<file path="src/rcs_pkg.sv">
// shared constants and types for the reset configuration sampler
package rcs_pkg;

  // ****************************************
  // clock and timing
  // ****************************************
  // system clock period in ns
  localparam int CLK_PERIOD_NS = 5;
  // output clock cycles the data pins stay inputs after reset out negates
  localparam int OE_HOLD_OUT_CLKS = 1;
  // width of the release hold counter
  localparam int CNT_W = 16;

  // ****************************************
  // data pin positions sampled during reset
  // ****************************************
  localparam int DATA_W = 32;
  localparam int POS_EMUL_N = 26;   // low selects emulation mode
  localparam int POS_BOOT_EXT = 18; // high selects external boot
  localparam int POS_BOOT_W32 = 19; // high selects 32-bit external port
  localparam int POS_PAD_FULL = 21;
  localparam int POS_LOOP_REF = 22;
  localparam int POS_LOOP_RATIO = 23;
  localparam int POS_FLASH_EN = 28;

  // ****************************************
  // default configuration, used without override
  // ****************************************
  localparam logic DEF_EMUL_N = 1'h1;    // not emulation
  localparam logic DEF_BOOT_EXT = 1'h0;  // internal boot
  localparam logic DEF_BOOT_W32 = 1'h1;
  localparam logic DEF_PAD_FULL = 1'h0;  // default strength
  localparam logic DEF_LOOP_RATIO = 1'h1;
  localparam logic DEF_LOOP_REF = 1'h1;
  localparam logic DEF_FLASH_EN = 1'h1;

  // ****************************************
  // types
  // ****************************************
  // decoded configuration bits
  typedef struct packed {
    logic boot_enable;      // chip_select_enable_bit of boot_select_control
    logic boot_width32;     // port_width_bit of boot_select_control, 1 = 32-bit
    logic secondary_enable; // chip_select_enable_bit of secondary_select_control
    logic pad_full;         // pad strength bit of chip_config_register
    logic loop_active;      // loop_active_bit of synth_status_register
    logic loop_ratio;       // loop_ratio_bit
    logic loop_reference;   // loop_reference_bit
    logic flash_enable;     // internal flash enable
    logic emulation;        // emulation mode seen in reset
  } rcs_cfg_t;

  // software write strobes and data for the writable bits
  typedef struct packed {
    logic boot_enable_we;
    logic boot_enable;
    logic boot_width_we;
    logic boot_width32;
    logic secondary_enable_we;
    logic secondary_enable;
    logic pad_we;
    logic pad_full;
  } rcs_sw_wr_t;

  // sequencing phases
  typedef enum logic [1:0] {
    PH_CONFIG,
    PH_RELEASE,
    PH_RUN
  } rcs_phase_t;

  // complete module state
  typedef struct packed {
    rcs_phase_t phase;
    logic [CNT_W-1:0] hold_cnt;
    logic pin_oe;
    logic cfg_valid;
    rcs_cfg_t cfg;
  } rcs_state_t;

  // value of the configuration after chip reset
  localparam rcs_cfg_t RST_CFG = '{
    boot_enable: 1'h0,
    boot_width32: 1'h1,
    secondary_enable: 1'h0,
    pad_full: 1'h0,
    loop_active: 1'h0,
    loop_ratio: 1'h0,
    loop_reference: 1'h0,
    flash_enable: 1'h1,
    emulation: 1'h0
  };

endpackage : rcs_pkg

</file>
<file path="src/rcs_reset_config_sampler.sv">
// reset configuration sampler: decodes override pins into boot, pad, clock and flash settings
//
// Notes on behaviour
// - boot disabled: enable clear, width 32-bit
// - 16-bit boot: enable set, width clear
// - 32-bit boot: enable and width set
// - secondary enable only emulation with internal boot
// - reset values kept, software may overwrite
// - boot pin low: internal boot, width ignored
// - boot high, width low: external 16-bit
// - both high: external 32-bit boot
// - pad strength taken from its data pin
// - software may rewrite pad strength later
// - clock mode read-only, writes after reset ignored
// - synth supply low: external clock, loop off
// - supply high: ratio and reference pins decide
// - flash enabled when its pin is high
// - overrides only while override pin asserted
// - reset sets every register to startup value
// - block never raises an interrupt
// - pins stay inputs one output clock after
`timescale 1ns/1ps
module rcs_reset_config_sampler #(
  parameter int OUT_CLK_DIV = 2 // system clocks per output clock cycle
) (
  input wire logic sys_clk_in,                         // system clock, 200 MHz
  input wire logic reset_in,                           // chip reset, async, active high
  input wire logic reset_output_in,                    // reset output pin asserted, high
  input wire logic [rcs_pkg::DATA_W-1:0] data_pins_in, // data bus pins as inputs
  input wire logic config_override_pin_n_in,           // override pin, active low
  input wire logic synth_supply_pin_in,                // synthesizer supply level
  input wire rcs_pkg::rcs_sw_wr_t sw_wr_in,            // software writes to writable bits
  output rcs_pkg::rcs_cfg_t cfg_out,                   // current configuration bits
  output logic [2:0] synth_status_out,                 // active, ratio, reference
  output logic cfg_valid_out,                          // configuration latched
  output logic data_pin_oe_out,                        // data pins may turn into outputs
  output logic irq_out                                 // interrupt request, always low
);

  // ****************************************
  // derived counts
  // ****************************************
  // system clocks the pins stay inputs after reset out negates
  localparam logic [rcs_pkg::CNT_W-1:0] HOLD_CYCLES =
    rcs_pkg::CNT_W'(rcs_pkg::OE_HOLD_OUT_CLKS * OUT_CLK_DIV);
  localparam logic [rcs_pkg::CNT_W-1:0] HOLD_LOAD = HOLD_CYCLES - 16'h0001;

  // ****************************************
  // signals
  // ****************************************
  localparam int SYNC_W = rcs_pkg::DATA_W + 2;

  logic [SYNC_W-1:0] pins_raw;
  logic [SYNC_W-1:0] pins_sync;
  logic [rcs_pkg::DATA_W-1:0] data_sync;
  logic override_n_sync;
  logic supply_sync;
  rcs_pkg::rcs_cfg_t sampled_cfg;
  rcs_pkg::rcs_state_t state_r;
  rcs_pkg::rcs_state_t state_nxt;

  // ****************************************
  // decode of the reset time pin levels
  // ****************************************
  function automatic rcs_pkg::rcs_cfg_t decode_cfg(
    input logic override_n,
    input logic supply,
    input logic [rcs_pkg::DATA_W-1:0] data
  );
    rcs_pkg::rcs_cfg_t c;
    logic emul_n;
    logic boot_ext;
    logic boot_w32;
    logic pad_full;
    logic ratio;
    logic refsel;
    logic flash;
    c = rcs_pkg::RST_CFG;
    // override used only with pin asserted
    if (!override_n) begin
      emul_n = data[rcs_pkg::POS_EMUL_N];
      boot_ext = data[rcs_pkg::POS_BOOT_EXT];
      boot_w32 = data[rcs_pkg::POS_BOOT_W32];
      pad_full = data[rcs_pkg::POS_PAD_FULL];
      ratio = data[rcs_pkg::POS_LOOP_RATIO];
      refsel = data[rcs_pkg::POS_LOOP_REF];
      flash = data[rcs_pkg::POS_FLASH_EN];
    end else begin
      emul_n = rcs_pkg::DEF_EMUL_N;
      boot_ext = rcs_pkg::DEF_BOOT_EXT;
      boot_w32 = rcs_pkg::DEF_BOOT_W32;
      pad_full = rcs_pkg::DEF_PAD_FULL;
      ratio = rcs_pkg::DEF_LOOP_RATIO;
      refsel = rcs_pkg::DEF_LOOP_REF;
      flash = rcs_pkg::DEF_FLASH_EN;
    end
    c.emulation = ~emul_n;
    if (!boot_ext) begin
      c.boot_enable = 1'h0;
      c.boot_width32 = 1'h1;
    end else if (!boot_w32) begin
      c.boot_enable = 1'h1;
      c.boot_width32 = 1'h0;
    end else begin
      c.boot_enable = 1'h1;
      c.boot_width32 = 1'h1;
    end
    // secondary select for emulated internal boot
    c.secondary_enable = c.emulation & ~boot_ext;
    c.pad_full = pad_full;
    if (!supply) begin
      c.loop_active = 1'h0;
      c.loop_ratio = 1'h0;
      c.loop_reference = 1'h0;
    end else begin
      // ratio then reference select the mode
      c.loop_active = 1'h1;
      c.loop_ratio = ratio;
      c.loop_reference = ratio & refsel;
    end
    c.flash_enable = flash;
    return c;
  endfunction : decode_cfg

  // ****************************************
  // pin synchronisation
  // ****************************************
  // pins come from the outside world and pass two flip-flops
  assign pins_raw = {config_override_pin_n_in, synth_supply_pin_in, data_pins_in};

  rcs_sync2 #(
    .WIDTH(SYNC_W)
  ) u_pin_sync (
    .sys_clk_in(sys_clk_in),
    .reset_in(reset_in),
    .async_in(pins_raw),
    .sync_out(pins_sync)
  );

  // split synchronised pins
  assign override_n_sync = pins_sync[SYNC_W-1];
  assign supply_sync = pins_sync[SYNC_W-2];
  assign data_sync = pins_sync[rcs_pkg::DATA_W-1:0];

  // continuous decode of the current pin levels
  assign sampled_cfg = decode_cfg(override_n_sync, supply_sync, data_sync);

  // ****************************************
  // next state
  // ****************************************
  // sequences reset sampling, pin release and software updates
  always_comb begin
    state_nxt = state_r;
    case (state_r.phase)
      rcs_pkg::PH_CONFIG: begin
        state_nxt.pin_oe = 1'h0;
        if (!reset_output_in) begin
          state_nxt.cfg = sampled_cfg;
          state_nxt.cfg_valid = 1'h1;
          state_nxt.hold_cnt = HOLD_LOAD;
          state_nxt.phase = rcs_pkg::PH_RELEASE;
        end
      end
      rcs_pkg::PH_RELEASE: begin
        if (reset_output_in) begin
          state_nxt.phase = rcs_pkg::PH_CONFIG;
          state_nxt.cfg_valid = 1'h0;
        end else if (state_r.hold_cnt == '0) begin
          // outputs allowed after one output clock
          state_nxt.pin_oe = 1'h1;
          state_nxt.phase = rcs_pkg::PH_RUN;
        end else begin
          state_nxt.hold_cnt = state_r.hold_cnt - 16'h0001;
        end
      end
      rcs_pkg::PH_RUN: begin
        if (reset_output_in) begin
          state_nxt.phase = rcs_pkg::PH_CONFIG;
          state_nxt.pin_oe = 1'h0;
          state_nxt.cfg_valid = 1'h0;
        end
      end
      default: begin
        state_nxt.phase = rcs_pkg::PH_CONFIG;
        state_nxt.pin_oe = 1'h0;
      end
    endcase
    // software updates once the configuration has been latched
    if (state_r.cfg_valid && !reset_output_in) begin
      if (sw_wr_in.boot_enable_we) begin
        state_nxt.cfg.boot_enable = sw_wr_in.boot_enable;
      end
      if (sw_wr_in.boot_width_we) begin
        state_nxt.cfg.boot_width32 = sw_wr_in.boot_width32;
      end
      if (sw_wr_in.secondary_enable_we) begin
        state_nxt.cfg.secondary_enable = sw_wr_in.secondary_enable;
      end
      if (sw_wr_in.pad_we) begin
        state_nxt.cfg.pad_full = sw_wr_in.pad_full;
      end
    end
  end

  // ****************************************
  // state register
  // ****************************************
  // every field to its startup value
  always_ff @(posedge sys_clk_in or posedge reset_in) begin
    if (reset_in) begin
      state_r.phase <= rcs_pkg::PH_CONFIG;
      state_r.hold_cnt <= '0;
      state_r.pin_oe <= 1'h0;
      state_r.cfg_valid <= 1'h0;
      state_r.cfg <= rcs_pkg::RST_CFG;
    end else begin
      state_r <= state_nxt;
    end
  end

  // ****************************************
  // outputs
  // ****************************************
  assign cfg_out = state_r.cfg;
  // clock mode has no write path
  assign synth_status_out = {state_r.cfg.loop_active, state_r.cfg.loop_ratio,
                             state_r.cfg.loop_reference};
  assign cfg_valid_out = state_r.cfg_valid;
  assign data_pin_oe_out = state_r.pin_oe;
  assign irq_out = 1'h0;

endmodule : rcs_reset_config_sampler

</file>
<file path="src/rcs_sync2.sv">
// two flip-flop synchroniser for pin inputs
`timescale 1ns/1ps
module rcs_sync2 #(
  parameter int WIDTH = 1
) (
  input wire logic sys_clk_in,             // system clock
  input wire logic reset_in,               // async reset, active high
  input wire logic [WIDTH-1:0] async_in,   // pins from outside the domain
  output logic [WIDTH-1:0] sync_out        // synchronised copy
);

  logic [WIDTH-1:0] meta_r;

  // ****************************************
  // two stage chain, first stage read only by the second
  // ****************************************
  always_ff @(posedge sys_clk_in or posedge reset_in) begin
    if (reset_in) begin
      meta_r <= '0;
      sync_out <= '0;
    end else begin
      meta_r <= async_in;
      sync_out <= meta_r;
    end
  end

endmodule : rcs_sync2

</file>
<file path="config.mk">
export PLATFORM = sky130hd
export DESIGN_NAME = rcs_reset_config_sampler
export DESIGN_NICKNAME = d
export VERILOG_FILES = /design/src/rcs_pkg.sv /design/src/rcs_reset_config_sampler.sv /design/src/rcs_sync2.sv
export SDC_FILE = /design/constraint.sdc
export NUM_CORES = 1
export LEC_CHECK = 0
export BUFFER_PORTS_ARGS = -buffer_cell sky130_fd_sc_hd__buf_2
export CORE_ASPECT_RATIO = 1.1
export CORE_UTILIZATION = 52
export CTS_CLUSTER_DIAMETER = 150
export DETAILED_ROUTE_END_ITERATION = 8
export PLACE_DENSITY = 0.79
export SKIP_LAST_GASP = 1
export SLEW_MARGIN = 20
export SYNTH_ARGS = -nofsm -noshare
export SYNTH_HDL_FRONTEND = slang
export SYNTH_SLANG_ARGS = --single-unit
export TNS_END_PERCENT = 1
</file>
<file path="constraint.sdc">
create_clock -name sys_clk_in -period 1.95 [get_ports sys_clk_in]
set_input_delay 0.195 -clock sys_clk_in [delete_from_list [all_inputs] [get_ports sys_clk_in]]
set_output_delay 0.195 -clock sys_clk_in [all_outputs]
set_load 0.005 [all_outputs]
</file>
Yosys cells after proc, flatten, opt, wreduce, memory -nomap -nowiden
Index checks and enable logic that the tools add are counted.

storage, ports and cells
  register bits after elaboration = 97
  input bits = 45
  output and inout bits = 15
  word-level logic and storage cells = 70

cells by class
  add/sub/neg operators = 1
  eq/ne operators = 9
  multiplexer cells = 29
  bitwise operators = 5
  reduce and logical (&&, ||, !) cells = 11

operators with widths
  operator                 number
  $pmux W16 S2             1
  $mux W18                 1
  $mux W17                 1
  $logic_not A16 Y1        1
  $mux W16                 1
  $sub A16 B1 Y16 const B  1
  $mux W1                  14
  $ne A2 B2 Y1 const B     6
  $mux W10                 1
  $mux W9                  1
  $mux W2                  4
  $reduce_and A4 Y1        2
  $pmux W2 S3              1
  $reduce_and A3 Y1        2
  $mux W4                  1
  $mux W3                  1
  $ne A3 B3 Y1 const B     1
  $not A1 Y1               3
  $pmux W1 S3              1
  $reduce_bool A3 Y1       1
  $and A1 B1 Y1            2
  $eq A2 B1 Y1 const B     1
  $eq A2 B2 Y1 const B     1
  $logic_not A2 Y1         1
  5 further kinds          5

Depth between registers and ports, before layout
  word-level depth = 7
  depth in mapped cells = 8
  depth with buffers taken out = 6

Cells and area by module
A second synthesis with hierarchy kept.

second synthesis, totals
  cells, all modules = 270
  area total of the unflattened synthesis = 3448.3 µm²

by module, submodules not included
  module                    instances  cells an instance  area each (µm²)  seq. area each (µm²)
  rcs_reset_config_sampler  1          201                1742.9           728.2
  rcs_sync2                 1          69                 1705.4           1701.6

Least setup slack after synthesis
No wires, ideal clock.

  kind = reg-to-reg
  start point = reg state_r[28] (netlist name)
  end point = reg state_r[23] (netlist name)
  setup time = 0.077 ns
  arrival = 1.705 ns
  data required time = 1.873 ns
  path slack = 0.167 ns
  cell stages (with the launch flop) = 9
  path buffers = 2
  period minus slack after synthesis = 1.783 ns
  cell sequence = dfrtp_1 inv_1 ha_1 buf_2 nor2b_1 buf_2 nand3_1 or4_1 a21oi_1

between the ends
  cells in the longest elaborated chain, start to end = 3
  elaborated cells on any way between the ends = 8
  those cells by class = 4 x eq/ne; 1 x mux; 3 x reduce/logical

ends and longest elaborated chain
  element                                                                     RTL line                         text
  from (decl)                                                                 rcs_reset_config_sampler.sv:59   rcs_pkg::rcs_state_t state_r;
  from (signal assigned)                                                      rcs_reset_config_sampler.sv:217  state_r <= state_nxt;
  $eq A2 B1 Y1 / $logic_not A2 Y1 (equally long branches)                     rcs_reset_config_sampler.sv:154  case (state_r.phase)
  $ne A2 B2 Y1 (no source line) / $reduce_bool A2 Y1 (equally long branches)  -
  $reduce_and A4 Y1 (no source line)                                          -

Parallel ways exist; a longest one is shown, timed or not.
A chain may end at the register's enable or synchronous reset.

Worst setup path in the final report
  start point = reg state_r[12] (netlist name)
  end point = reg state_r[20] (netlist name)

between the ends
  cells in the longest elaborated chain, start to end = 4
  elaborated cells on any way between the ends = 7
  those cells by class = 1 x add/sub; 1 x eq/ne; 3 x mux; 2 x reduce/logical

ends and longest elaborated chain
  element          RTL line                         text
  $sub A16 B1 Y16  rcs_reset_config_sampler.sv:173  state_nxt.hold_cnt = state_r.hold_cnt - 16'h0001;
  $mux W16         rcs_reset_config_sampler.sv:168  end else if (state_r.hold_cnt == '0) begin
  $mux W17         rcs_reset_config_sampler.sv:165  if (reset_output_in) begin
  $pmux W16 S2     rcs_reset_config_sampler.sv:154

Parallel ways exist; a longest one is shown, timed or not. The select of a mux whose other input is x is not followed.

==> reports/metrics.yaml <==
worst_setup_path:
  worstPathArrival_ns: 2.02
  critPathLaunch: "state_r[12]"
  timing.rr.end: "state_r[20]"
  cp_max_fo: 6
  crit_path_end: "state_r[20]"
  worstPathRequired_ns: 2.17
  reg2regPathDepth: 6
  worstReg2RegStart: "state_r[12]"
  critPathLaunchType: "flip-flop"
  crit_type: "reg -> reg"
  endpoint_kind: "flip-flop"
  r2r_setup_slack_ns: 0.15
synth:
  yosysTopAreaCell: "dfrtp_1"
  synth.top_cell.area_share_pct: 51.5
  synth.distinct_cells: 41
  synth_top_family_by_area: "simple AND/OR/NAND/NOR gates"
  synthFlopType: "dfrtp_1"
  syn_nets: 259
  synth-seq-cells: 47
  synth-edff-count: 0
  async_flop_share_pct: 100
  synth_warnings: 0
  synth.avg_cell_area_sq_um: 10.4
  synth_compound_area_share_pct: 9.79
  yosys.area_share.simple_pct: 21.6
  synthTopCellsByCount: "45 x dfrtp_1, 25 x nand2_1, 14 x a21oi_1, 14 x nor2_1, 13 x buf_4"
  synthMuxAreaShare_pct: 5.09
  yosysSeqAreaShare_pct: 53.9
  yosysMostFrequentCell: "dfrtp_1"
  synth_area_sq_um: 2190
  synth_fa_ha_area_share_pct: 2.29
  synth_cells: 210
  synth-xor-area-share_pct: 0
  synth_area_leaders: "dfrtp_1 52%, mux2i_1 4.6%, buf_4 4.5%"
drt:
  drt_iter0_markers: 92
  dr.pass1.iters: 4
  routed_wirelength_microns: 3990
  vias_per_cell: 5.36
  vias: 1628
  drc: 0
  ant_nets: 0
  wire_per_inst_microns: 13.1
global_route:
  grt_max_degree: 25
  antenna_found_initial: 0
  grt_pass1_vias: 1559
  grt_overflow_total: 0
  grt_pass1_wl_microns: 6910
  grt_usage_pct: 20.2
layout:
  nets: 300
  diodes: 0
  syn2layout_area_growth_pct: 18.3
  drive_gt1_share_pct: 24.2
run:
  drv_cap: 0
floorplanning:
  die_h_microns: 70
  die_area_sq_um: 4470
  ios: 60
  fp.coreArea_sq_um: 3990
  die_w_microns: 63.8
  start_util_pct: 54.7
  rows: 24
cts:
  insertion_delay_ns: 0.30
  cts_setup_buffers: 0
  clk_pin_slew_ns: 0.09
  numCtsBuffers: 5
  htree_levels: 2
  cts_root_buf: "clkbuf_8"
  clockBufferDepth: 2
  cts_tree: "done"
  clock-sinks: 47
placement:
  io_buffers: 33
  dp_hpwl_microns: 2780
  place_congestion: 0.820
timing:
  finClkSkew_ns: 0.00673
  post-route-period-util_pct: 92.3
  tns_ns: 0
  slew_viol_final: 0
  hold_violations: 0
  rsz0062_at_grt: "false"
  fmax_mhz: 556
  finalCriticalPeriod_ns: 1.80
  finalSetupViolations: 0
pwr:
  leakage_uw: 0.00124
  power_density_nw_per_um2: 1480
  vdd_drop_max_mv: 0.795
  power.total_uw: 3830
worst_hold_path:
  hold_depth: 2
  hold_class: "in -> reg"
run_status:
  status: "finished clean"
registers in the layout (all words and copies together), names as in the netlist:
signal               flops
cfg_out                  9
cfg_valid_out            1
data_pin_oe_out          1
state_r                 18
u_pin_sync.meta_r        9
u_pin_sync.sync_out      9
cell usage in the layout, fill, tap and decap left out, types with 10 or more instances in the layout:
master,count
nor2_1,14
o21ai_0,11
a21oi_1,14
dfrtp_1,45
buf_2,33
nand2_1,25
dlygate4sd3_1,10
nand3_1,11
buf_4,10
mux2i_1,10
layer usage:
layer	part of all wire, %	global-route usage (%)	up-vias
li1	-	-	802
met1	45	25.8	786
met2	50	32.2	34
met3	3.3	4.90	6
met4	1.4	9.09	0
met5	0	0	-
through the flow:
step / setup WS [ns] / cells / cell area [sq um] / hold WS (ns) / utilization, %
final: 0.151 / 304 / 2580 / 0.140 / 64.7
after global routing: 0.000798 / 304 / 2580 / 0.131 / 64.7
after CTS: 0.0965 / 304 / 2580 / 0.128 / 64.7
after detailed placement: 0.157 / 286 / 2360 / 0.250 / 59.1
after global placement: 0.156 / 286 / 2360 / 0.244 / 59.1
after floorplan: 0.167 / 210 / 2190 / 0.226 / -
timing repair:
action / in CTS / in global routing
endpoints found under the setup margin: 0 / 3
hold buffers: 10 / 0
endpoints found under the hold margin: 29 / 0
resized for setup: 0 / 1
worst min-delay path by stage:
| stage | startpoint | end | slack, ns |
|---|---|---|---|
| 6_report | sw_wr_in[4] | cfg_out[7] | 0.14 |
| 5_1_grt | sw_wr_in[4] | cfg_out[7] | 0.13 |
| 4_1_cts | sw_wr_in[4] | cfg_out[7] | 0.13 |
| 3_5_place_dp | reset_in | u_pin_sync.meta_r[22] | 0.25 |
| 3_3_place_gp | reset_in | u_pin_sync.meta_r[33] | 0.24 |
| 2_1_floorplan | data_pins_in[18] | u_pin_sync.meta_r[18] | 0.23 |
final cells by class:
type	count	area, sq um
repair buffers	53	340
clock inverters	2	38.8
well taps	52	65.1
fillers	329	1410
multi-input cells	137	853
clock buffers	6	82.6
inverters	7	26.3
flip-flops and latches	47	1180
power breakdown:
group | leakage, uW | internal, uW | total (uW) | switching (uW)
clock network | 0.0000618 | 422 | 748 | 326
logic | 0.000594 | 713 | 1550 | 833
registers | 0.000584 | 1260 | 1540 | 276
total | 0.00124 | 2400 | 3830 | 1440
worst max-delay path, stage by stage (launching register included):
cell and delay [ns]:
dfrtp_1 0.40, inv_1 0.06, ha_1 0.18, nor3b_2 0.17
and4_1 0.26, or4_1 0.48, a21oi_1 0.17
logic make-up (layout without fill, tap and decap cells):
family | after synthesis | in the layout
other | 1 | 1
muxes | 11 | 11
DFF | 47 | 47
and+or+nand+nor | 85 | 85
AOI/OAI and AO/OA | 36 | 36
adders and majority gates | 4 | 4
buffers and inverters | 26 | 68
Note: power is estimated with default switching activity, not from simulation.
